[config.mk]
export PLATFORM = sky130hd
export DESIGN_NAME = ovc_codec
export DESIGN_NICKNAME = d
export VERILOG_FILES = /design/src/rtl/ovc_pkg.sv /design/src/rtl/ovc_codec.sv
export VERILOG_INCLUDE_DIRS = /design/src /design/src/rtl
export SDC_FILE = /design/constraint.sdc
export NUM_CORES = 1
export LEC_CHECK = 0
export BUFFER_PORTS_ARGS = -buffer_cell sky130_fd_sc_hd__buf_2
export CAP_MARGIN = 0
export CORE_MARGIN = 4
export CORE_UTILIZATION = 57
export DETAILED_ROUTE_END_ITERATION = 6
export PLACE_DENSITY_LB_ADDON = 0.08
export SYNTH_ARGS = -nofsm -noshare
export SYNTH_HDL_FRONTEND = slang
export SYNTH_SLANG_ARGS = --single-unit
export TNS_END_PERCENT = 100
[constraint.sdc]
create_clock -name core_clk_in -period 3.7 [get_ports core_clk_in]
set_clock_uncertainty 0.05 [all_clocks]
set_input_delay 0 -clock core_clk_in [delete_from_list [all_inputs] [get_ports core_clk_in]]
set_output_delay 0 -clock core_clk_in [all_outputs]
set_load 0.02 [all_outputs]
[src/rtl/ovc_regs.svh]
// Octet codes and field constants of the variable container codec
`ifndef OVC_REGS_SVH
`define OVC_REGS_SVH
`define OVC_BR_END 8'h00
`define OVC_BR_MAX 8'h07
`define OVC_WID_IND_BIT 7
`define OVC_LEN_FULL 8'h80
`define OVC_IND_OVERSIZE 7'h01
`define OVC_IND_ATTR_ERR 7'h20
`define OVC_IND_ATTR_LAST 7'h24
`define OVC_IND_OBJ_END 7'h40
`define OVC_IND_OBJ_LAST 7'h44
`define OVC_IND_PKG_END 7'h60
`define OVC_IND_PKG_LAST 7'h64
`define OVC_SEL_WIDTH 8'h02
`define OVC_SEL_BRANCH 8'h07
`define OVC_SEL_LEAF 16'h014A
`endif

[src/rtl/ovc_pkg.sv]
// Types of the variable container codec
package ovc_pkg;
   typedef enum logic [2:0] {P_BR, P_LFH, P_LFL, P_WID, P_VAL, P_SKIP} ovc_pst_e;
   typedef enum logic [2:0] {E_IDLE, E_BR, E_LFH, E_LFL, E_WID, E_VAL} ovc_est_e;
   typedef enum logic [1:0] {K_HDR, K_ATTR, K_IND, K_SEL} ovc_kind_e;
endpackage

[src/rtl/ovc_codec.sv]
// Variable descriptor parser and variable container encoder
`timescale 1ns/1ps
`default_nettype none
`include "ovc_regs.svh"
module ovc_codec (
   // Clock and reset
   input wire logic core_clk_in,
   input wire logic nrst_in,
   // Request data field in
   input wire logic rx_valid_in,
   input wire logic rx_first_in,
   input wire logic [7:0] rx_data_in,
   input wire logic [10:0] rx_flen_in,
   // Parsed descriptors out
   output logic desc_valid_out,
   output logic [7:0] desc_branch_out,
   output logic [15:0] desc_leaf_out,
   output logic inst_valid_out,
   output logic [15:0] inst_out,
   output logic grp_end_out,
   // Container commands in
   input wire logic enc_valid_in,
   output logic enc_ready_out,
   input wire logic [1:0] enc_kind_in,
   input wire logic [7:0] enc_branch_in,
   input wire logic [15:0] enc_leaf_in,
   input wire logic [7:0] enc_len_in,
   input wire logic [6:0] enc_ind_in,
   input wire logic [10:0] tx_room_in,
   // Attribute value octets in
   input wire logic val_valid_in,
   output logic val_ready_out,
   input wire logic [7:0] val_data_in,
   // Response octets out
   output logic tx_valid_out,
   output logic [7:0] tx_data_out,
   input wire logic tx_ready_in
);
   // ==========================================================
   // Parser
   ovc_pkg::ovc_pst_e p_st_r;
   logic [7:0] br_r;
   logic [7:0] lfh_r;
   logic [10:0] rem_r;
   logic [7:0] pcnt_r;
   logic sel_ok_r;
   logic [7:0] ihi_r;
   wire [10:0] rem_now = rx_first_in ? rx_flen_in - 11'h001 : rem_r - 11'h001;
   wire ovc_pkg::ovc_pst_e p_cur = rx_first_in ? ovc_pkg::P_BR : p_st_r;
   wire [7:0] wlen = (rx_data_in[6:0] == 7'h00) ? `OVC_LEN_FULL : {1'b0, rx_data_in[6:0]};
   wire is_ind = rx_data_in[`OVC_WID_IND_BIT];
   wire is_sel = (br_r == `OVC_SEL_BRANCH) && ({lfh_r, rx_data_in} == `OVC_SEL_LEAF);
   wire br_known = br_r <= `OVC_BR_MAX;
   wire overrun = {3'h0, wlen} > rem_now;
   always_ff @(posedge core_clk_in or negedge nrst_in) begin
      if (!nrst_in) begin
         p_st_r <= ovc_pkg::P_BR;
         br_r <= 8'h00;
         lfh_r <= 8'h00;
         rem_r <= 11'h000;
         pcnt_r <= 8'h00;
         sel_ok_r <= 1'b0;
         ihi_r <= 8'h00;
         desc_valid_out <= 1'b0;
         desc_branch_out <= 8'h00;
         desc_leaf_out <= 16'h0000;
         inst_valid_out <= 1'b0;
         inst_out <= 16'h0000;
         grp_end_out <= 1'b0;
      end else begin
         desc_valid_out <= 1'b0;
         grp_end_out <= 1'b0;
         if (rx_valid_in) begin
            rem_r <= rem_now;
            if (rx_first_in) begin
               inst_valid_out <= 1'b0;
            end
            unique case (p_cur)
               ovc_pkg::P_BR: begin
                  br_r <= rx_data_in;
                  p_st_r <= (rx_data_in == `OVC_BR_END) ? ovc_pkg::P_SKIP
                     : ovc_pkg::P_LFH;
               end
               ovc_pkg::P_LFH: begin
                  lfh_r <= rx_data_in;
                  p_st_r <= ovc_pkg::P_LFL;
               end
               ovc_pkg::P_LFL: begin
                  p_st_r <= is_sel ? ovc_pkg::P_WID : ovc_pkg::P_BR;
                  // Unknown branches dropped quietly
                  desc_valid_out <= !is_sel && br_known;
                  desc_branch_out <= br_r;
                  desc_leaf_out <= {lfh_r, rx_data_in};
               end
               ovc_pkg::P_WID: begin
                  if (is_ind) begin
                     // Reserved codes fall through with no effect
                     grp_end_out <= rx_data_in[6:0] == `OVC_IND_OBJ_END
                        || rx_data_in[6:0] == `OVC_IND_PKG_END;
                     p_st_r <= ovc_pkg::P_BR;
                  end else if (overrun) begin
                     p_st_r <= ovc_pkg::P_SKIP;
                  end else begin
                     pcnt_r <= wlen;
                     sel_ok_r <= wlen == `OVC_SEL_WIDTH;
                     p_st_r <= ovc_pkg::P_VAL;
                  end
               end
               ovc_pkg::P_VAL: begin
                  ihi_r <= rx_data_in;
                  pcnt_r <= pcnt_r - 8'h01;
                  if (pcnt_r == 8'h01) begin
                     p_st_r <= ovc_pkg::P_BR;
                     if (sel_ok_r) begin
                        inst_valid_out <= 1'b1;
                        inst_out <= {ihi_r, rx_data_in};
                     end
                  end
               end
               ovc_pkg::P_SKIP: p_st_r <= ovc_pkg::P_SKIP;
            endcase
         end
      end
   end
   // ==========================================================
   // Two-entry output buffer
   logic [7:0] b0_r;
   logic [7:0] b1_r;
   logic [1:0] bcnt_r;
   logic push;
   logic [7:0] push_data;
   wire buf_rdy = bcnt_r != 2'd2;
   wire pop = tx_valid_out && tx_ready_in;
   assign tx_valid_out = bcnt_r != 2'd0;
   assign tx_data_out = b0_r;
   always_ff @(posedge core_clk_in or negedge nrst_in) begin
      if (!nrst_in) begin
         b0_r <= 8'h00;
         b1_r <= 8'h00;
         bcnt_r <= 2'd0;
      end else begin
         bcnt_r <= bcnt_r + {1'b0, push} - {1'b0, pop};
         if (pop) begin
            b0_r <= (bcnt_r == 2'd2) ? b1_r : push_data;
         end else if (push && bcnt_r == 2'd0) begin
            b0_r <= push_data;
         end
         if (push && (bcnt_r == 2'd2 || (bcnt_r == 2'd1 && !pop))) begin
            b1_r <= push_data;
         end
      end
   end
   // ==========================================================
   // Encoder
   ovc_pkg::ovc_est_e e_st_r;
   ovc_pkg::ovc_kind_e kind_r;
   logic [7:0] ebr_r;
   logic [15:0] elf_r;
   logic [7:0] wid_r;
   logic [7:0] ecnt_r;
   logic ovf_r;
   wire ovc_pkg::ovc_kind_e kin = ovc_pkg::ovc_kind_e'(enc_kind_in);
   wire [6:0] c = enc_ind_in;
   wire ind_ok = c == `OVC_IND_OVERSIZE || (c >= `OVC_IND_ATTR_ERR && c <= `OVC_IND_ATTR_LAST)
      || (c >= `OVC_IND_OBJ_END && c <= `OVC_IND_OBJ_LAST)
      || (c >= `OVC_IND_PKG_END && c <= `OVC_IND_PKG_LAST);
   wire len_ok = enc_len_in != 8'h00 && enc_len_in <= `OVC_LEN_FULL;
   wire no_fit = {3'h0, enc_len_in} >= tx_room_in;
   wire accept = enc_valid_in && enc_ready_out;
   assign enc_ready_out = e_st_r == ovc_pkg::E_IDLE;
   assign val_ready_out = e_st_r == ovc_pkg::E_VAL && kind_r == ovc_pkg::K_ATTR && buf_rdy;
   wire val_have = kind_r == ovc_pkg::K_SEL || val_valid_in;
   assign push = buf_rdy && e_st_r != ovc_pkg::E_IDLE && (e_st_r != ovc_pkg::E_VAL || val_have);
   wire [7:0] sel_oct = (ecnt_r == 8'h02) ? inst_out[15:8] : inst_out[7:0];
   wire [7:0] val_oct = (kind_r == ovc_pkg::K_SEL) ? sel_oct : val_data_in;
   always_comb begin
      unique case (e_st_r)
         ovc_pkg::E_BR: push_data = ebr_r;
         ovc_pkg::E_LFH: push_data = elf_r[15:8];
         ovc_pkg::E_LFL: push_data = elf_r[7:0];
         ovc_pkg::E_WID: push_data = wid_r;
         ovc_pkg::E_VAL: push_data = val_oct;
         default: push_data = 8'h00;
      endcase
   end
   always_ff @(posedge core_clk_in or negedge nrst_in) begin
      if (!nrst_in) begin
         e_st_r <= ovc_pkg::E_IDLE;
         kind_r <= ovc_pkg::K_HDR;
         ebr_r <= 8'h00;
         elf_r <= 16'h0000;
         wid_r <= 8'h00;
         ecnt_r <= 8'h00;
         ovf_r <= 1'b0;
      end else if (accept) begin
         kind_r <= kin;
         ebr_r <= (kin == ovc_pkg::K_SEL) ? `OVC_SEL_BRANCH : enc_branch_in;
         elf_r <= (kin == ovc_pkg::K_SEL) ? `OVC_SEL_LEAF : enc_leaf_in;
         ovf_r <= kin == ovc_pkg::K_ATTR && len_ok && no_fit;
         ecnt_r <= (kin == ovc_pkg::K_SEL) ? `OVC_SEL_WIDTH : enc_len_in;
         e_st_r <= (kin == ovc_pkg::K_HDR || kin == ovc_pkg::K_SEL) ? ovc_pkg::E_BR
            : ovc_pkg::E_WID;
         unique case (kin)
            ovc_pkg::K_SEL: wid_r <= `OVC_SEL_WIDTH;
            ovc_pkg::K_IND: wid_r <= {1'b1, ind_ok ? c : `OVC_IND_ATTR_ERR};
            ovc_pkg::K_ATTR: wid_r <= !len_ok ? {1'b1, `OVC_IND_ATTR_ERR}
               : no_fit ? {1'b1, `OVC_IND_OVERSIZE}
               : {1'b0, enc_len_in[6:0]};
            ovc_pkg::K_HDR: wid_r <= 8'h00;
         endcase
      end else if (push) begin
         unique case (e_st_r)
            ovc_pkg::E_BR: e_st_r <= ovc_pkg::E_LFH;
            ovc_pkg::E_LFH: e_st_r <= ovc_pkg::E_LFL;
            ovc_pkg::E_LFL: e_st_r <= (kind_r == ovc_pkg::K_HDR) ? ovc_pkg::E_IDLE
               : ovc_pkg::E_WID;
            ovc_pkg::E_WID: e_st_r <= wid_r[7] ? ovc_pkg::E_IDLE : ovc_pkg::E_VAL;
            ovc_pkg::E_VAL: begin
               ecnt_r <= ecnt_r - 8'h01;
               if (ecnt_r == 8'h01) begin
                  e_st_r <= ovc_pkg::E_IDLE;
               end
            end
            default: e_st_r <= ovc_pkg::E_IDLE;
         endcase
      end
   end
   // ==========================================================
   // Checks
   wire wpush = push && e_st_r == ovc_pkg::E_WID;
   // End branch parks the parser until the next frame starts
   chk_branch_end: assert property (@(posedge core_clk_in) disable iff (!nrst_in)
      (rx_valid_in && p_cur == ovc_pkg::P_BR && rx_data_in == `OVC_BR_END)
      || (p_st_r == ovc_pkg::P_SKIP && !(rx_valid_in && rx_first_in))
      |=> p_st_r == ovc_pkg::P_SKIP && !desc_valid_out)
      else $error("descriptor after end branch");
   chk_overrun_drop: assert property (@(posedge core_clk_in) disable iff (!nrst_in)
      rx_valid_in && p_cur == ovc_pkg::P_WID && !is_ind && overrun |=> p_st_r == ovc_pkg::P_SKIP)
      else $error("overrunning container kept");
   chk_sel_commit: assert property (@(posedge core_clk_in) disable iff (!nrst_in)
      rx_valid_in && !rx_first_in && p_st_r == ovc_pkg::P_VAL && pcnt_r == 8'h01 && sel_ok_r
      |=> inst_valid_out && inst_out == {$past(ihi_r), $past(rx_data_in)})
      else $error("instance not selected");
   chk_grp_end: assert property (@(posedge core_clk_in) disable iff (!nrst_in)
      rx_valid_in && p_cur == ovc_pkg::P_WID && (rx_data_in == 8'hC0 || rx_data_in == 8'hE0)
      |=> grp_end_out)
      else $error("end of object missed");
   chk_ind_no_value: assert property (@(posedge core_clk_in) disable iff (!nrst_in)
      wpush && push_data[7] |=> e_st_r == ovc_pkg::E_IDLE)
      else $error("value after indication");
   chk_len_code: assert property (@(posedge core_clk_in) disable iff (!nrst_in)
      wpush && !push_data[7] && kind_r == ovc_pkg::K_ATTR
      |-> push_data[6:0] == ecnt_r[6:0] && ecnt_r != 8'h00)
      else $error("width code mismatch");
   chk_oversize: assert property (@(posedge core_clk_in) disable iff (!nrst_in)
      wpush && ovf_r |-> push_data == {1'b1, `OVC_IND_OVERSIZE})
      else $error("oversize not flagged");
   chk_no_reserved: assert property (@(posedge core_clk_in) disable iff (!nrst_in)
      wpush && push_data[7] |-> push_data[6:0] == 7'h01
      || (push_data[6:0] >= 7'h20 && push_data[6:0] <= 7'h24)
      || (push_data[6:0] >= 7'h40 && push_data[6:0] <= 7'h44)
      || (push_data[6:0] >= 7'h60 && push_data[6:0] <= 7'h64))
      else $error("reserved indication sent");
   chk_buf_hold: assert property (@(posedge core_clk_in) disable iff (!nrst_in)
      tx_valid_out && !tx_ready_in |=> tx_valid_out && $stable(tx_data_out))
      else $error("stalled octet lost");
   chk_desc_known: assert property (@(posedge core_clk_in) disable iff (!nrst_in)
      desc_valid_out |-> desc_branch_out != `OVC_BR_END && desc_branch_out <= `OVC_BR_MAX)
      else $error("unknown branch reported");
   chk_sel_width: assert property (@(posedge core_clk_in) disable iff (!nrst_in)
      wpush && kind_r == ovc_pkg::K_SEL |-> push_data == `OVC_SEL_WIDTH)
      else $error("selector width wrong");
   // An oversize attribute must leave its value octets with the client
   chk_ovf_no_pull: assert property (@(posedge core_clk_in) disable iff (!nrst_in)
      ovf_r && e_st_r != ovc_pkg::E_IDLE |-> !val_ready_out)
      else $error("value pulled after oversize");
   cov_sel: cover property (@(posedge core_clk_in) inst_valid_out && desc_valid_out);
   cov_ovf: cover property (@(posedge core_clk_in) wpush && ovf_r);
   cov_full: cover property (@(posedge core_clk_in) bcnt_r == 2'd2 && !tx_ready_in);
   cov_grp: cover property (@(posedge core_clk_in) grp_end_out);
   cov_echo: cover property (@(posedge core_clk_in) wpush && kind_r == ovc_pkg::K_SEL);
endmodule
`default_nettype wire

---- Word level (Yosys, flattened, before mapping) ----
Cells that the tools add are included.
word-level totals
  bits in registers ....................... 153
  input bits .............................. 86
  logic and storage cells ................. 165
operators by class
  add/sub/neg operators ................... 6
  $lt $le $gt $ge ......................... 10
  equality and inequality tests ........... 32
  muxes and demuxes ....................... 44
  bitwise gates (word level) .............. 2
  reductions and logical operators ........ 49
operators by type and width
  kind                   count
  $mux 8                 15
  $pmux 8 s5             1
  $pmux 8 s4             1
  $mux 3                 10
  $sub 11x1->11 const B  2
  $pmux 3 s6             1
  $eq 16x9->1 const B    1
  $eq 8x1->1 const B     2
  $eq 8x2->1 const B     2
  $mux 16                1
  $pmux 8 s2             1
  $sub 8x1->8 const B    2
  $logic_and 1x1->1      15
  $pmux 3 s5             1
  $eq 7x7->1 const B     2
  $ge 7x7->1 const B     2
  $le 7x7->1 const B     2
  $reduce_and 2->1       7
  $eq 3x2->1 const B     4
  $eq 3x3->1 const B     4
  $reduce_and 4->1       3
  $ge 8x11->1            1
  $gt 8x11->1            1
  $mux 11                1
  27 further kinds       61

---- Depth between registers and ports, before layout ----
Gate-level depths: netlist of run 1.
  depth after elaboration ................. 7
  mapped depth ............................ 20

---- Least setup slack after synthesis of run 1 ----
No wires, ideal clock.
  path type ............................... input port to flip-flop
  start point ............................. input port rx_first_in
  end point ............................... register sel_ok_r
  data arrival time ....................... 3.694 ns
  data required time ...................... 3.525 ns
  setup slack ............................. -0.168 ns
  cell stages on the path ................. 16
  buffers on the path ..................... 3
  cell sequence ........................... buf_2 -> buf_1 -> buf_1 -> mux2i_1 -> ha_1 -> nand2_1 -> nor2_1 -> xnor2_1 -> nand2_1 -> nand2_1 -> ha_1 -> a211o_1 -> o221a_2 -> o32ai_1 -> o311a_4 -> mux2_2
on the way
  word-level cells in the longest chain between the ends .. 4
  elaborated cells on any way between the ends .. 6
RTL lines
  element                     RTL line          source
  start, declared             ovc_codec.sv:11   input wire logic rx_first_in,
  $mux 11                     ovc_codec.sv:48   wire [10:0] rem_now = rx_first_in ? rx_flen_in - 11'h001 : rem_r - 11'h001;
  via rem_now[0]              ovc_codec.sv:48
  $gt 8x11->1                 ovc_codec.sv:54   wire overrun = {3'h0, wlen} > rem_now;
  $not 1->1 (no line)         -
  $reduce_and 4->1 (no line)  -
  end signal, assigned        ovc_codec.sv:105  sel_ok_r <= wlen == `OVC_SEL_WIDTH;
  end, declared               ovc_codec.sv:46   logic sel_ok_r;
The timed path passes the listed nets, and every way through them passes these cells.
A chain may end at the register's enable or synchronous reset.

---- Final worst setup path of run 1 ----
  start point ............................. register rem_r[0]
  end point ............................... register sel_ok_r
on the way
  word-level cells in the longest chain between the ends .. 5
RTL lines
  element                     RTL line         source
  start, declared             ovc_codec.sv:44  logic [10:0] rem_r;
  start signal, assigned      ovc_codec.sv:74  rem_r <= rem_now;
  $sub 11x1->11               ovc_codec.sv:48
  $mux 11                     ovc_codec.sv:48
  via rem_now[0]              ovc_codec.sv:48
  $gt 8x11->1                 ovc_codec.sv:54
  $not 1->1 (no line)         -
  $reduce_and 4->1 (no line)  -
The timed path passes the listed nets, and every way through them passes these cells.

==> flow_summary.toml, run 1 <==
[logic_synthesis]
synth_nets = 931
async_reset_ff_share_pct = 100
seq_area_frac_synth_pct = 47.3
synth_area_per_cell_sq_um = 9.89
syn_inst = 819
synth_ff_type = "dfrtp_1"
synth.distinct_cells = 59
synth_edf_count = 0
syn_area_sq_um = 8100
ys_ff_latch = 153
yosysWarningCount = 0

[timing]
final_hold_viol_count = 0
final_max_slew_viol_count = 0
fmax_mhz = 296
finalCritPeriodShare_pct = 91.2
worst_pin_slew_ns = 0.879
slew_headroom_pct = 41.4
worst_slack_ns = 0.324
finalCriticalPeriod_ns = 3.38
tns_ns = 0
setup_viol = 0
rsz0062_at_grt = "false"

[global_routing]
grt_pass1_wl_mm = 35.5
grt_overflow = 0
antenna_found_initial = 0
track_usage_pct = 27.3
grt_max_degree = 98
grt_pass1_vias = 7183

[cts]
path_clk_slew_ns = 0.06
cts_setup_buffers = 0
cts_buffer_depth = 2
clock_sinks = 153
htreeDepth = 4
root_buffer = "clkbuf_16"
cts_tree = "built"
clock_latency_ns = 0.42
cts_buffers = 17

[placement]
port_buffers = 139
dp_worst_setup_slack_ns = 0.213
globalplace.congestion = 0.869
dp_hpwl_mm = 15.2

[worst_hold_path]
hp-class = "in2reg"
hold_depth = 5
holdPathEnd = "rem_r[4]$_DFFE_PN0P_"
min_from = "rx_flen_in[4]"

[job]
maxCapViolCount = 0

[pwr]
static-leakage-power_nw = 4.90
power.density_nw_per_um2 = 642
finalPower_mw = 6.46
p_int_mw = 4.08
power.switching_mw = 2.38
power.share.sequential_pct = 40.6
ir_drop_mv = 0.401
switching_share_pct = 36.9
power_frac_comb_pct = 33.4
clkPwrFrac_pct = 26.0

[floorplan]
die_w_microns = 127
die_h_microns = 127
die_area_sq_um = 16200
num_rows = 43
initial_core_util_pct = 58.3
core_area_sq_um = 13900
ios = 140

[drt]
ant_nets = 0
wire_per_inst_microns = 18.0
routed_wl_mm = 21.4
drtIter0Drc = 394
drt_first_pass_iters = 5
via_per_inst = 5.86
drc = 0
vias = 6975

[setup_path]
critPathKind = "reg2reg"
cp_num_cells = 13
r2r_slack_ns = 0.32
timing.rr.end = "sel_ok_r$_DFFE_PN0P_"
critPathLaunchType = "flop"
critPathTopFamily = "compound AO/OA/AOI/OAI gates"
endpoint_kind = "flop"
critical_path.cell_chain = "mux2i_2 > ha_1 > nand2_2 > nor2_1 > xnor2_1 > nand2_1 > nand2_1 > ha_1 > a211o_1 > o221a_2 > o32ai_2 > o311a_4 > mux2_2"
regToRegStartpoint = "rem_r[0]$_DFFE_PN0P_"
slowest_stage = "dfrtp_1"
r2r_cells = 13
critPathMaxFanout = 13
crit_buf_inv = 0
cp.required_ns = 3.96
arrival_ns = 3.63
cpPeakStageDelay_ns = 0.41

[final_layout]
area_growth_pct = 24.2
drive_gt1_share_pct = 25.5
diodes = 0
final_nets = 1109

[outcome]
status = "complete, no violations"
==> area by class of cell <==
| type | count | area [sq um] |
|---|---|---|
| multi-input cells | 587 | 3980 |
| flip-flops and latches | 153 | 3830 |
| fillers | 1043 | 3820 |
| repair buffers | 207 | 1340 |
| clock buffers | 19 | 433 |
| well taps | 180 | 225 |
| clock inverters | 13 | 134 |
| inverters | 31 | 116 |
==> tightest hold or removal path, cell delays in order <==
cell,delay [ns]
buf_2,0.12
xnor2_1,0.12
nand2_1,0.05
nand2_1,0.08
mux2i_1,0.08
==> what timing repair did <==
item,4_1_cts,5_1_grt
setup endpoints to repair,0,6
hold buffers,51,0
resized for setup,0,4
hold endpoints to repair,152,0
==> registers in the layout, indices dropped and copies added, names as in the netlist, 11 cells and up <==
| signal | cells |
|---|---|
| desc_leaf_out | 16 |
| rem_r | 11 |
| elf_r | 16 |
| inst_out | 16 |
==> synth_stat cells, types with 8 or more instances <==
cell	instances	area, sq um
a211oi_1	21	158
a21o_1	12	90.1
a21oi_1	16	80.1
a22oi_1	10	75.1
clkbuf_1	41	154
dfrtp_1	153	3830
ha_1	26	325
inv_1	31	116
mux2_2	56	631
mux2i_1	27	270
nand2_1	106	398
nand2b_1	8	50.1
nand3_1	9	45.0
nand3b_1	21	158
nand4_1	9	56.3
nor2_1	57	214
nor2b_1	8	50.1
nor3_1	20	100
nor4_1	14	87.6
o21ai_0	53	265
xnor2_1	12	105
xor2_1	8	70.1
==> kinds of logic (layout without fill, tap and decap cells) <==
kind of cell               Yosys count  count (layout)  share of synthesized area, %
AOI/OAI and AO/OA                  165             165                          13.6
adders and majority gates           26              26                          4.02
xor gates and xnor gates            20              20                          2.16
muxes                               83              83                          11.1
DFF                                153             153                          47.3
buffers and inverters               79             270                          3.80
and+or+nand+nor                    293             293                          18.0
==> how the worst max path moves through the flow <==
stage | from | end
after floorplan | rx_first_in | sel_ok_r$_DFFE_PN0P_
after global placement | rem_r[0]$_DFFE_PN0P_ | sel_ok_r$_DFFE_PN0P_
after detailed placement | rem_r[0]$_DFFE_PN0P_ | sel_ok_r$_DFFE_PN0P_
after CTS | rem_r[0]$_DFFE_PN0P_ | sel_ok_r$_DFFE_PN0P_
after global routing | rem_r[0]$_DFFE_PN0P_ | pcnt_r[0]$_DFFE_PN0P_
final | rem_r[0]$_DFFE_PN0P_ | sel_ok_r$_DFFE_PN0P_
==> metal layers <==
layer  vias up  wire, microns  global-route usage, %  share of wire [%]
li1       3296              -                      -                  -
met1      3361           8840                   34.5                 41
met2       253          10500                   45.3                 49
met3        65           1180                   4.85                5.5
met4         0            910                   14.0                4.2
met5         -              0                      0                  0
==> power groups by stage <==
stage | Sequential [mW] | Clock, mW | Combinational, mW
3_5_place_dp | 2.63 | 0 | 2.08
2_1_floorplan | 2.63 | 0 | 1.41
6_report | 2.62 | 1.68 | 2.16
4_1_cts | 2.61 | 1.71 | 2.16
3_3_place_gp | 2.60 | 0 | 2.01
5_1_grt | 2.69 | 1.78 | 2.43
==> placed cells by master, fill, tap and decap left out, types with 10 or more instances in the layout <==
master / synthesis / final
nor4_1: 14 / 14
nand3b_1: 21 / 21
mux2i_1: 27 / 26
dfrtp_1: 153 / 153
a21o_1: 12 / 12
clkbuf_16: 0 / 17
a21oi_1: 16 / 16
xnor2_1: 12 / 12
ha_1: 26 / 26
inv_1: 31 / 31
mux2_2: 56 / 56
o21ai_0: 53 / 53
nand2_1: 106 / 105
a22oi_1: 10 / 10
nor2_1: 57 / 56
a211oi_1: 21 / 21
dlygate4sd3_1: 0 / 51
nor3_1: 20 / 20
buf_4: 0 / 17
buf_2: 3 / 138
==> metrics by stage <==
| stage | instance area [sq um] | hold slack [ns] | cells | util, % |
|---|---|---|---|---|
| after floorplan | 8100 | -0.346 | 819 | - |
| after global placement | 8960 | 0.0878 | 1107 | 64.6 |
| after detailed placement | 8960 | 0.0971 | 1107 | 64.6 |
| after CTS | 10000 | 0.00299 | 1190 | 72.3 |
| after global routing | 10100 | 0.00800 | 1190 | 72.4 |
| final | 10100 | 0.0197 | 1190 | 72.4 |
(Power assumes the default switching activity.)
==> run 2, diff against run 1 <==
--- a/config.mk
+++ b/config.mk
@@ -9,7 +9,7 @@
 export BUFFER_PORTS_ARGS = -buffer_cell sky130_fd_sc_hd__buf_2
 export CAP_MARGIN = 0
 export CORE_MARGIN = 4
-export CORE_UTILIZATION = 57
+export CORE_UTILIZATION = 50
 export DETAILED_ROUTE_END_ITERATION = 6
 export PLACE_DENSITY_LB_ADDON = 0.08
 export SYNTH_ARGS = -nofsm -noshare
==> constraint.sdc (replaced) <==
create_clock -name core_clk_in -period 3.03 [get_ports core_clk_in]
set_clock_uncertainty 0.05 [all_clocks]
set_input_delay 0 -clock core_clk_in [delete_from_list [all_inputs] [get_ports core_clk_in]]
set_output_delay 0 -clock core_clk_in [all_outputs]
set_load 0.02 [all_outputs]
==> flow_summary.toml, run 2 (synthesis gave the netlist of run 1 again) <==
[setup_path]
critPathMaxFanout = 7
slowest_stage = "dfrtp_1"
cp.required_ns = 3.33
timing.rr.end = "pcnt_r[0]$_DFFE_PN0P_"
critical_path.cell_chain = "mux2i_1 > ha_2 > nand2_4 > nor2_4 > xnor2_1 > nand2_1 > nand2_2 > ha_4 > o211ai_1 > a21oi_1 > o221a_2 > o21ai_1 > a22o_1 > o311a_4 > a21oi_1 > a2bb2oi_2"
critPathKind = "reg2reg"
cpPeakStageDelay_ns = 0.41
r2r_cells = 16
endpoint_kind = "flop"
cpMostUsedCell = "a21oi_1"
arrival_ns = 3.48
r2r_slack_ns = -0.14
critPathLaunchType = "flop"
regToRegStartpoint = "rem_r[1]$_DFFE_PN0P_"

[global_routing]
antenna_found_initial = 0
grt_pass1_vias = 7370
grt_overflow = 0
grt_pass1_wl_mm = 37.0
track_usage_pct = 25.4
grt_max_degree = 88

[floorplan]
die_h_microns = 135
ios = 140
core_area_sq_um = 15900
initial_core_util_pct = 51.0
num_rows = 46
die_w_microns = 135
die_area_sq_um = 18300

[timing]
slew_headroom_pct = 42.9
fmax_mhz = 315
final_hold_viol_count = 0
finalCriticalPeriod_ns = 3.17
tns_ns = -0.936
worst_slack_ns = -0.143
finalCritPeriodShare_pct = 105
worst_pin_slew_ns = 0.857
rsz0062_at_grt = "true"
final_max_slew_viol_count = 0
setup_viol = 9

[final_layout]
final_common_cell = "dfrtp_1"
mostFrequentLayoutCells = "dfrtp_1 (153), buf_2 (138), nand2_1 (104)"
utilization_pct = 65.7
area_growth_pct = 28.9
design_area_sq_um = 10400
final_cells = 1249
largestRegisters = "desc_leaf_out: 16 flops, elf_r: 16 flops, inst_out: 16 flops"
final_nets = 1131
drive_gt1_share_pct = 28.5

[pwr]
power.density_nw_per_um2 = 788
static-leakage-power_nw = 5.07
power_frac_comb_pct = 33.5
power.share.sequential_pct = 38.8
ir_drop_mv = 0.469
power.switching_mw = 2.97
switching_share_pct = 36.1
p_int_mw = 5.26
clkPwrFrac_pct = 27.6

[drt]
vias = 7022
drtIter0Drc = 351
ant_nets = 0
wire_per_inst_microns = 17.8
drc = 0
drt_first_pass_iters = 4
via_per_inst = 5.62
routed_wl_mm = 22.2

[placement]
dp.cells = 1157
port_buffers = 139
dp_worst_setup_slack_ns = -0.257
dp_hpwl_mm = 15.9
dpl-instance-area_sq_um = 9170
globalplace.congestion = 0.849

[cts]
root_buffer = "clkbuf_16"
cts_tree = "built"
clock_sinks = 153
cts_buffers = 17
clock_latency_ns = 0.43
path_clk_slew_ns = 0.06
htreeDepth = 4
cts_buffer_depth = 2

[job]
maxCapViolCount = 0

[outcome]
violations = "negative setup slack"
status = "finished with violations"

[worst_hold_path]
holdPathEnd = "ihi_r[7]$_DFFE_PN0P_"
hp-class = "in2reg"
hold_depth = 4
min_from = "rx_valid_in"
-- run 2: cell types whose count changed in the layout (fill, tap and decap cells not counted), sizes merged --
cell         delta
diode           +1
dlygate4sd3     +2
buf            +20
clkinvlp        -2
inv             -1
bufinv          +2
clkinv          +1
-- run 2: per-layer routing --
layer  wire length [microns]  vias to the layer above  global-route usage [%]
met3                     948                       51                    4.79
met5                       0                        -                       0
met1                    9440                     3434                    32.3
met4                     545                        0                    8.23
li1                        -                     3333                       -
met2                   11300                      204                    43.9
-- run 2: worst max-delay path by stage --
stage,startpoint,end
CTS,rem_r[1]$_DFFE_PN0P_,pcnt_r[3]$_DFFE_PN0P_
finish,rem_r[1]$_DFFE_PN0P_,pcnt_r[0]$_DFFE_PN0P_
detailed placement,rem_r[2]$_DFFE_PN0P_,pcnt_r[7]$_DFFE_PN0P_
floorplan,rx_first_in,pcnt_r[3]$_DFFE_PN0P_
global placement,rem_r[2]$_DFFE_PN0P_,pcnt_r[7]$_DFFE_PN0P_
global route,rem_r[1]$_DFFE_PN0P_,pcnt_r[0]$_DFFE_PN0P_
-- run 2: layout make-up --
| cell class | count | area [sq um] |
|---|---|---|
| clock buffer | 19 | 453 |
| antenna | 1 | 2.50 |
| tap | 216 | 270 |
| sequential | 153 | 3830 |
| timing repair buffer | 229 | 1510 |
| fill | 1312 | 5450 |
| inverter | 31 | 116 |
| multi-input combinational | 587 | 4070 |
| clock inverter | 13 | 181 |
-- run 2: critical path, delay by kind of cell, from the launching register on --
kind | cells | cell delay (ns)
XOR/XNOR | 1 | 0.06
AO/OA/AOI/OAI | 8 | 1.55
flip-flops | 1 | 0.41
AND/OR/NAND/NOR | 4 | 0.32
multiplexers | 1 | 0.18
adder cells (fa/ha/maj) | 2 | 0.52
-- run 2: timing repair --
action,4_1_cts,5_1_grt
setup buffers,6,0
gates resized for setup,7,4
setup endpoints to repair,10,18
cloned,0,0
hold endpoints to repair,144,0
pin swaps,7,2
hold buffers,53,0
-- run 2: metrics by stage --
step                hold slack, ns  total power, mW
CTS                        0.00696             8.26
finish                      0.0274             8.23
global placement            0.0483             5.71
detailed placement          0.0611             5.85
floorplan                   -0.346             4.96
global route                0.0500             8.79
-- run 2: power by group through the flow --
stage | sequential (mW) | combinational [mW] | clock, mW
after floorplan | 3.22 | 1.74 | 0
final | 3.20 | 2.76 | 2.27
after detailed placement | 3.21 | 2.64 | 0
after CTS | 3.18 | 2.77 | 2.31
after global routing | 3.28 | 3.11 | 2.40
after global placement | 3.16 | 2.54 | 0
